### config.mk
export PLATFORM = sky130hd
export DESIGN_NAME = uart_receive_control
export DESIGN_NICKNAME = d
export VERILOG_FILES = /design/src/hdl/sync2.v /design/src/hdl/uart_receive_control.v
export VERILOG_INCLUDE_DIRS = /design/src /design/src/hdl
export SDC_FILE = /design/constraint.sdc
export NUM_CORES = 1
export LEC_CHECK = 0
export ABC_AREA = 1
export BUFFER_PORTS_ARGS = -buffer_cell sky130_fd_sc_hd__buf_4
export CORE_MARGIN = 1
export CORE_UTILIZATION = 40
export CTS_CLUSTER_SIZE = 16
export DETAILED_ROUTE_END_ITERATION = 8
export PLACE_DENSITY = 0.7
export SLEW_MARGIN = 40
export SYNTH_ARGS = -nofsm -noshare
export SYNTH_HDL_FRONTEND = slang
export SYNTH_SLANG_ARGS = --single-unit
### constraint.sdc
create_clock -name ref_clk -period 3 [get_ports ref_clk]
set_input_delay 0.6 -clock ref_clk [delete_from_list [all_inputs] [get_ports ref_clk]]
set_output_delay 0.6 -clock ref_clk [all_outputs]
set_load 0.01 [all_outputs]
### src/hdl/uart_rx_regs.vh
// Register map, field positions, reset values and timing for the receive control block
`ifndef UART_RX_REGS_VH
`define UART_RX_REGS_VH
// Word byte addresses
`define OFS_RX_CTRL_STATUS 5'h00
`define OFS_RX_DATA 5'h04
`define OFS_IRQ_STATUS 5'h08
`define OFS_IRQ_ENABLE 5'h0C
`define OFS_IRQ_CLEAR 5'h10
`define OFS_MODE 5'h14
`define OFS_BAUD_DIV 5'h18
// receive_control_status fields
`define BIT_PORT_ON 7
`define BIT_NINE_BIT 6
`define BIT_SINGLE_RX 5
`define BIT_CONT_RX 4
`define BIT_ADDR_DET 3
`define BIT_FRAMING 2
`define BIT_OVERRUN 1
`define BIT_NINTH 0
`define RCS_RESET 8'h00
// Interrupt status fields
`define IRQ_RX_DONE 0
`define IRQ_FRAMING 1
`define IRQ_OVERRUN 2
`define IRQ_WIDTH 3
// Mode register fields
`define BIT_SYNC_MODE 0
`define BIT_SYNC_MASTER 1
// Default baud divider (cycles per bit)
`define BAUD_DIV_RESET 16'h01B2
`endif

### src/hdl/sync2.v
// Two flip-flop synchroniser for one level input
`timescale 1ns/1ps
module sync2
(
    // Clock and reset
    input wire ref_clk,
    input wire reset_n,
    // Level in and out
    input wire async_in,
    output reg sync_out
);
    reg meta_q;
    always @(posedge ref_clk or negedge reset_n)
    begin
        if (!reset_n)
        begin
            meta_q <= 1'b1;
            sync_out <= 1'b1;
        end
        else
        begin
            meta_q <= async_in;
            sync_out <= meta_q;
        end
    end
endmodule

### src/hdl/uart_receive_control.v
// Serial receive control and status block with Avalon-MM register slave
// Function
// - Port on enables port and takes the clock pin as sync master only; data pin never driven; off holds port in reset.
// - Eight-bit control/status register: bits 7..3 R/W, 2..1 read-only, 0 read-only.
// - Framing flag set on bad stop; refreshed by buffer read plus next byte.
// - Overrun flag set on overrun; cleared only by clearing continuous receive.
`timescale 1ns/1ps
`include "uart_rx_regs.vh"
module uart_receive_control
(
    // Clock and reset
    input wire ref_clk,
    input wire reset_n,
    // Avalon-MM slave
    input wire [4:0] address,
    input wire read,
    input wire write,
    input wire [31:0] writedata,
    output reg [31:0] readdata,
    output reg waitrequest,
    // Interrupt
    output reg irq,
    // Serial data pin
    input wire rx_data_in,
    output reg rx_data_out,
    output reg rx_data_oe,
    // Serial clock pin
    input wire tx_clock_in,
    output reg tx_clock_out,
    output reg tx_clock_oe
);
    // ==========================================================
    // Pin synchronisers
    wire rx_s;
    wire ck_s;
    sync2 u_sync_rx (.ref_clk(ref_clk), .reset_n(reset_n), .async_in(rx_data_in),
        .sync_out(rx_s));
    sync2 u_sync_ck (.ref_clk(ref_clk), .reset_n(reset_n), .async_in(tx_clock_in),
        .sync_out(ck_s));

    // ==========================================================
    // Registers
    reg port_on_q, nine_q, single_q, cont_q, addr_det_q;
    reg framing_q, overrun_q, ninth_q;
    reg [7:0] rx_buf_q;
    reg buf_full_q;
    reg [`IRQ_WIDTH-1:0] irq_stat_q, irq_en_q;
    reg sync_mode_q, sync_master_q;
    reg [15:0] div_q;
    reg ack_q;
    reg ck_prev_q;
    // Receiver engine
    localparam ST_IDLE = 2'h0;
    localparam ST_START = 2'h1;
    localparam ST_DATA = 2'h2;
    localparam ST_STOP = 2'h3;
    reg [1:0] state_q;
    reg [15:0] cnt_q;
    reg [3:0] bit_q;
    reg [8:0] shift_q;
    reg done_q;
    reg bad_q;

    // Writes land at the edge that shows waitrequest low
    wire wr = write && ack_q;
    wire rd = read && !ack_q;
    wire wr_rcs = wr && address == `OFS_RX_CTRL_STATUS;
    wire rd_buf = rd && address == `OFS_RX_DATA;
    wire [3:0] nbits = nine_q ? 4'h9 : 4'h8;
    wire run_async = port_on_q && !sync_mode_q && cont_q;
    wire run_sync = port_on_q && sync_mode_q && (cont_q || single_q);
    wire ck_rise = ck_s && !ck_prev_q;
    // Sync master bit clock from divider; slave uses pin clock
    wire sync_tick = sync_master_q ? (cnt_q == 16'h0000) : ck_rise;
    // Address detect drops async nine-bit characters whose ninth bit is clear
    wire drop = addr_det_q && nine_q && !sync_mode_q && !shift_q[8];
    // Byte landing in a full buffer is an overrun
    wire deliver = done_q && !drop;

    // ==========================================================
    // Receive engine
    always @(posedge ref_clk or negedge reset_n)
    begin
        if (!reset_n)
        begin
            state_q <= ST_IDLE;
            cnt_q <= 16'h0000;
            bit_q <= 4'h0;
            shift_q <= 9'h000;
            done_q <= 1'b0;
            bad_q <= 1'b0;
            ck_prev_q <= 1'b1;
        end
        // port held in reset while off
        else if (!port_on_q)
        begin
            state_q <= ST_IDLE;
            cnt_q <= 16'h0000;
            bit_q <= 4'h0;
            done_q <= 1'b0;
            bad_q <= 1'b0;
            ck_prev_q <= ck_s;
        end
        else
        begin
            ck_prev_q <= ck_s;
            done_q <= 1'b0;
            if (sync_mode_q)
            begin
                cnt_q <= (cnt_q == 16'h0000) ? div_q - 16'h0001 : cnt_q - 16'h0001;
                if (!run_sync)
                    bit_q <= 4'h0;
                else if (sync_tick)
                begin
                    shift_q <= nine_q ? {rx_s, shift_q[8:1]} : {1'b0, rx_s, shift_q[7:1]};
                    if (bit_q == nbits - 4'h1)
                    begin
                        bit_q <= 4'h0;
                        done_q <= 1'b1;
                        bad_q <= 1'b0;
                    end
                    else
                        bit_q <= bit_q + 4'h1;
                end
            end
            else
            begin
                case (state_q)
                    ST_IDLE:
                    begin
                        if (run_async && !rx_s)
                        begin
                            state_q <= ST_START;
                            // Loads one short of half a bit: start bit rechecked div_q/2 cycles later
                            cnt_q <= {1'b0, div_q[15:1]} - 16'h0001;
                        end
                    end
                    ST_START:
                    begin
                        if (cnt_q != 16'h0000)
                            cnt_q <= cnt_q - 16'h0001;
                        else if (rx_s)
                            state_q <= ST_IDLE;
                        else
                        begin
                            state_q <= ST_DATA;
                            cnt_q <= div_q - 16'h0001;
                            bit_q <= 4'h0;
                        end
                    end
                    ST_DATA:
                    begin
                        if (cnt_q != 16'h0000)
                            cnt_q <= cnt_q - 16'h0001;
                        else
                        begin
                            cnt_q <= div_q - 16'h0001;
                            shift_q <= nine_q ? {rx_s, shift_q[8:1]} : {1'b0, rx_s, shift_q[7:1]};
                            if (bit_q == nbits - 4'h1)
                                state_q <= ST_STOP;
                            bit_q <= bit_q + 4'h1;
                        end
                    end
                    ST_STOP:
                    begin
                        if (cnt_q != 16'h0000)
                            cnt_q <= cnt_q - 16'h0001;
                        else
                        begin
                            state_q <= ST_IDLE;
                            done_q <= 1'b1;
                            bad_q <= !rx_s;
                        end
                    end
                    default:
                        state_q <= ST_IDLE;
                endcase
            end
        end
    end

    // ==========================================================
    // Control, status and bus slave
    always @(posedge ref_clk or negedge reset_n)
    begin
        if (!reset_n)
        begin
            {port_on_q, nine_q, single_q, cont_q, addr_det_q} <= 5'h00;
            framing_q <= 1'b0;
            overrun_q <= 1'b0;
            ninth_q <= 1'b0;
            rx_buf_q <= 8'h00;
            buf_full_q <= 1'b0;
            irq_stat_q <= 3'h0;
            irq_en_q <= 3'h0;
            sync_mode_q <= 1'b0;
            sync_master_q <= 1'b0;
            div_q <= `BAUD_DIV_RESET;
            ack_q <= 1'b0;
            readdata <= 32'h0000_0000;
            waitrequest <= 1'b1;
            irq <= 1'b0;
        end
        else
        begin
            // One wait state, then answer for one cycle
            ack_q <= (read || write) && !ack_q;
            waitrequest <= !((read || write) && !ack_q);
            if (wr_rcs)
            begin
                port_on_q <= writedata[`BIT_PORT_ON];
                nine_q <= writedata[`BIT_NINE_BIT];
                single_q <= writedata[`BIT_SINGLE_RX];
                cont_q <= writedata[`BIT_CONT_RX];
                addr_det_q <= writedata[`BIT_ADDR_DET];
            end
            // single request self-clears in master mode when continuous is clear
            if (done_q && sync_mode_q && sync_master_q && !cont_q)
                single_q <= 1'b0;
            if (wr && address == `OFS_IRQ_ENABLE)
                irq_en_q <= writedata[`IRQ_WIDTH-1:0];
            if (wr && address == `OFS_MODE)
            begin
                sync_mode_q <= writedata[`BIT_SYNC_MODE];
                sync_master_q <= writedata[`BIT_SYNC_MASTER];
            end
            if (wr && address == `OFS_BAUD_DIV)
                div_q <= writedata[15:0];
            if (rd_buf)
                buf_full_q <= 1'b0;
            if (deliver && !(buf_full_q && !rd_buf))
            begin
                rx_buf_q <= shift_q[7:0];
                ninth_q <= shift_q[8];
                buf_full_q <= 1'b1;
                // framing refreshed with each delivered byte that is stored in the buffer
                framing_q <= bad_q;
            end
            // overrun sticky until continuous cleared; set wins
            if (deliver && buf_full_q && !rd_buf)
                overrun_q <= 1'b1;
            else if (wr_rcs && !writedata[`BIT_CONT_RX])
                overrun_q <= 1'b0;
            // Sticky interrupt status, set beats clear
            irq_stat_q <= (irq_stat_q & ~((wr && address == `OFS_IRQ_CLEAR) ?
                writedata[`IRQ_WIDTH-1:0] : 3'h0)) |
                {deliver && buf_full_q && !rd_buf, deliver && bad_q, deliver};
            irq <= |(irq_stat_q & irq_en_q);
            readdata <= 32'h0000_0000;
            if (rd)
            begin
                case (address)
                    `OFS_RX_CTRL_STATUS:
                        readdata <= {24'h000000, port_on_q, nine_q, single_q, cont_q,
                            addr_det_q, framing_q, overrun_q, ninth_q};
                    `OFS_RX_DATA: readdata <= {24'h000000, rx_buf_q};
                    `OFS_IRQ_STATUS: readdata <= {29'h0000000, irq_stat_q};
                    `OFS_IRQ_ENABLE: readdata <= {29'h00000000, irq_en_q};
                    `OFS_MODE: readdata <= {30'h0000000, sync_master_q, sync_mode_q};
                    `OFS_BAUD_DIV: readdata <= {16'h0000, div_q};
                    default: readdata <= 32'h0000_0000;
                endcase
            end
        end
    end

    // ==========================================================
    // Pin takeover
    always @(posedge ref_clk or negedge reset_n)
    begin
        if (!reset_n)
        begin
            rx_data_out <= 1'b0;
            rx_data_oe <= 1'b0;
            tx_clock_out <= 1'b1;
            tx_clock_oe <= 1'b0;
        end
        else
        begin
            rx_data_out <= 1'b0;
            rx_data_oe <= 1'b0;
            // clock pin driven only as sync master with port on
            tx_clock_oe <= port_on_q && sync_mode_q && sync_master_q;
            tx_clock_out <= (cnt_q >= {1'b0, div_q[15:1]});
        end
    end
endmodule

==> flow_summary.yaml <==
placement:
  hpwl_um: 13100
  dpl.cell_count: 1199
  dpl_cell_area_mm2: 0.00716
  port_buffers: 46
  routabilityCongestion: 0.894
power:
  cell_internal_pwr_uw: 3060
  p_comb_frac: 0.448
  pwr-share-clk: 0.209
  seq_power_share: 0.343
  switching_power_uw: 2510
  leakagePower_uw: 0.00376
  pwr_density_cell_mw_per_mm2: 746
  ir_worst_vdd_v: 0.000364
  sw_frac_of_total: 0.451
synthesis:
  yosys_warnings: 0
  synth.avg_cell_area_um2: 7.01
  yosysSeqAreaShare: 0.377
  syn_inst: 952
  async_flop_share: 1.00
  synth.distinct_cells: 46
  synth_enable_flop_cells: 0
  synth_ff_type: "dfrtp_1"
  netlist_area_mm2: 0.00667
  ys_ff_latch: 100
global_route:
  antenna_found_initial: 0
  grt_max_degree: 77
  grt_pass1_vias: 5943
  grt_overflow: 0
  track_usage: 0.213
  grt_pass1_wl_um: 29400
critical_path:
  required_ns: 3.25
  cp-end-kind: "flip-flop"
  worstSetupStartpointType: "flip-flop"
  slowest_stage: "dfrtp_1"
  cp_cell_sequence: "inv_1 -> ha_1 -> nand2_2 -> nor2_4 -> nand2_4 -> nor2_8 -> nand4_1 -> nand3_2 -> nand2_1 -> a21boi_1"
  cp.buffers_inverters: 1
  critPathArrivalTime_ns: 2.66
  crit_type: "reg2reg"
  slowest_delay_ns: 0.39
  cp_top_family: "simple AND/OR/NAND/NOR gates"
  crit_fanout: 22
clocking:
  clk_latency_ns: 0.36
  cts_num_sinks: 100
  numCtsBuffers: 9
  cts_tree: "yes"
  clk_path_buf_depth: 2
  cts_root_buf: "clkbuf_16"
  cts_resized: 0
  htreeDepth: 3
  clk_pin_slew_ns: 0.08
  ctsHoldBuffers: 0
  post_cts_buffers: 0
final_layout:
  area_delta_synth_final_pct: 11.7
  drive_gt1_frac: 0.118
  final_area_mm2: 0.00746
  antenna_cells: 0
  layout.cells.non_filler: 1215
  layout.nets: 1062
  final_common_cell: "nand2_1"
  layout_common_cells: "nand2_1, inv_1, nor2_1"
routing:
  wl_per_cell_um: 14.4
  drtAntennaViolNets: 0
  via_count: 6253
  viasPerCell: 5.15
  drcViolationCount: 0
  firstDrtPassIters: 5
  first_iter_violations: 367
  wl_um: 17600
outcome:
  status: "finished clean"
sta:
  rsz0062_at_grt: "false"
  min_period_ns: 2.41
  period_share: 0.803
  fmaxAchievable_mhz: 415
  worst_pin_slew_ns: 0.834
  tns_ns: 0
  slew_violations: 0
  slew_headroom: 0.444
  finalHoldViolations: 0
  skew_ns: 0.00959
  setup_violations: 0
floorplan:
  die_h_um: 131
  rows: 46
  start_util: 0.416
  core_area_mm2: 0.0161
  dieWidth_um: 131
  die_area_mm2: 0.0172
  io_pins: 81
min_path:
  hp-class: "in2async"
job:
  max-cap-violations: 0
-- final cells by class --
cell class | instances | area (um^2)
clock buffers | 10 | 229
clock inverters | 6 | 62.6
fillers | 1622 | 8600
inverters | 134 | 503
multi-input cells | 698 | 3480
flip-flops and latches | 100 | 2520
well taps | 216 | 270
repair buffers | 51 | 395
-- cell families (layout without fill, tap and decap cells) --
logic type      count (synthesis)  after routing  synth area share
xor+xnor                       13             13            0.0171
compound gates                156            156             0.129
simple gates                  486            486             0.318
buf+inv                       171            201             0.111
fa+ha+maj                      25             25            0.0469
flops                         100            100             0.377
other cells                     1             18          0.000562
-- sequential cells by signal, indices dropped and copies added (netlist names), 2 cells and up --
signal	count
cnt_q	16
div_q	16
readdata	16
shift_q	9
rx_buf_q	8
bit_q	4
irq_en_q	3
irq_stat_q	3
state_q	2
-- final timing paths --
path / slack, ns / cells past startpoint / start / endpoint
min: 0.17 / 1 / reset_n / cnt_q[2]
min in group ref_clk: 0.34 / 1 / rx_data_in / u_sync_rx.meta_q
min reg2reg: 0.36 / 0 / u_sync_rx.meta_q / u_sync_rx.sync_out
max reg2reg: 0.59 / 10 / cnt_q[0] / cnt_q[2]
max in group asynchronous: 2.09 / 2 / reset_n / ck_prev_q
max: 0.59 / 10 / cnt_q[0] / cnt_q[2]
-- synth_stat cells (2+ instances only) --
library cell  instances  share of area
buf_6                 2         0.0034
nor3_1               12         0.0090
inv_2                10         0.0056
and2_1                2         0.0019
o211ai_1              3         0.0034
or2_2                 3         0.0028
nand3_2               3         0.0045
buf_2                 2         0.0015
dfrtp_1              88           0.33
inv_1               116          0.065
nor2_2                7         0.0066
o21ai_1              20          0.015
clkbuf_1             12         0.0067
clkinv_1              8         0.0045
dfstp_2              12          0.047
nand2_1             260           0.15
o22ai_1               2         0.0019
ha_1                 25          0.047
o221ai_1              4         0.0052
nand2_2               5         0.0047
buf_4                19          0.021
a31oi_1               3         0.0028
xor2_1               13          0.017
a21boi_1              8         0.0090
a21oi_1              48          0.036
nand3_1              79          0.059
nor2_1               92          0.052
nand4_1              10         0.0094
nor2_4                6          0.010
nand2_4               2         0.0034
o21ai_0              61          0.046
-- power by group through the flow --
stage               Clock [uW]  Combinational, uW  Sequential, uW
global route              1230               2840            1940
CTS                       1180               2470            1900
detailed placement           0               2460            1920
finish                    1160               2490            1910
global placement             0               2400            1920
floorplan                    0               1900            1830
-- per-layer routing --
layer	global-route usage	routed length, um	up-vias
met2	0.348	8090	237
met3	0.0390	1200	40
li1	-	-	3095
met4	0.0837	536	0
met5	0	0	-
met1	0.278	7730	2881
-- metrics by stage --
| step | power, uW | setup WS [ns] | util | hold slack [ns] |
|---|---|---|---|---|
| after global routing | 6020 | 0.410 | 0.464 | 0.186 |
| after global placement | 4320 | 0.651 | 0.446 | 0.346 |
| after CTS | 5560 | 0.573 | 0.464 | 0.179 |
| final | 5560 | 0.590 | 0.464 | 0.170 |
| after floorplan | 3730 | 1.20 | - | 0.304 |
| after detailed placement | 4380 | 0.579 | 0.446 | 0.347 |
Power figures use the tool's default switching activity.
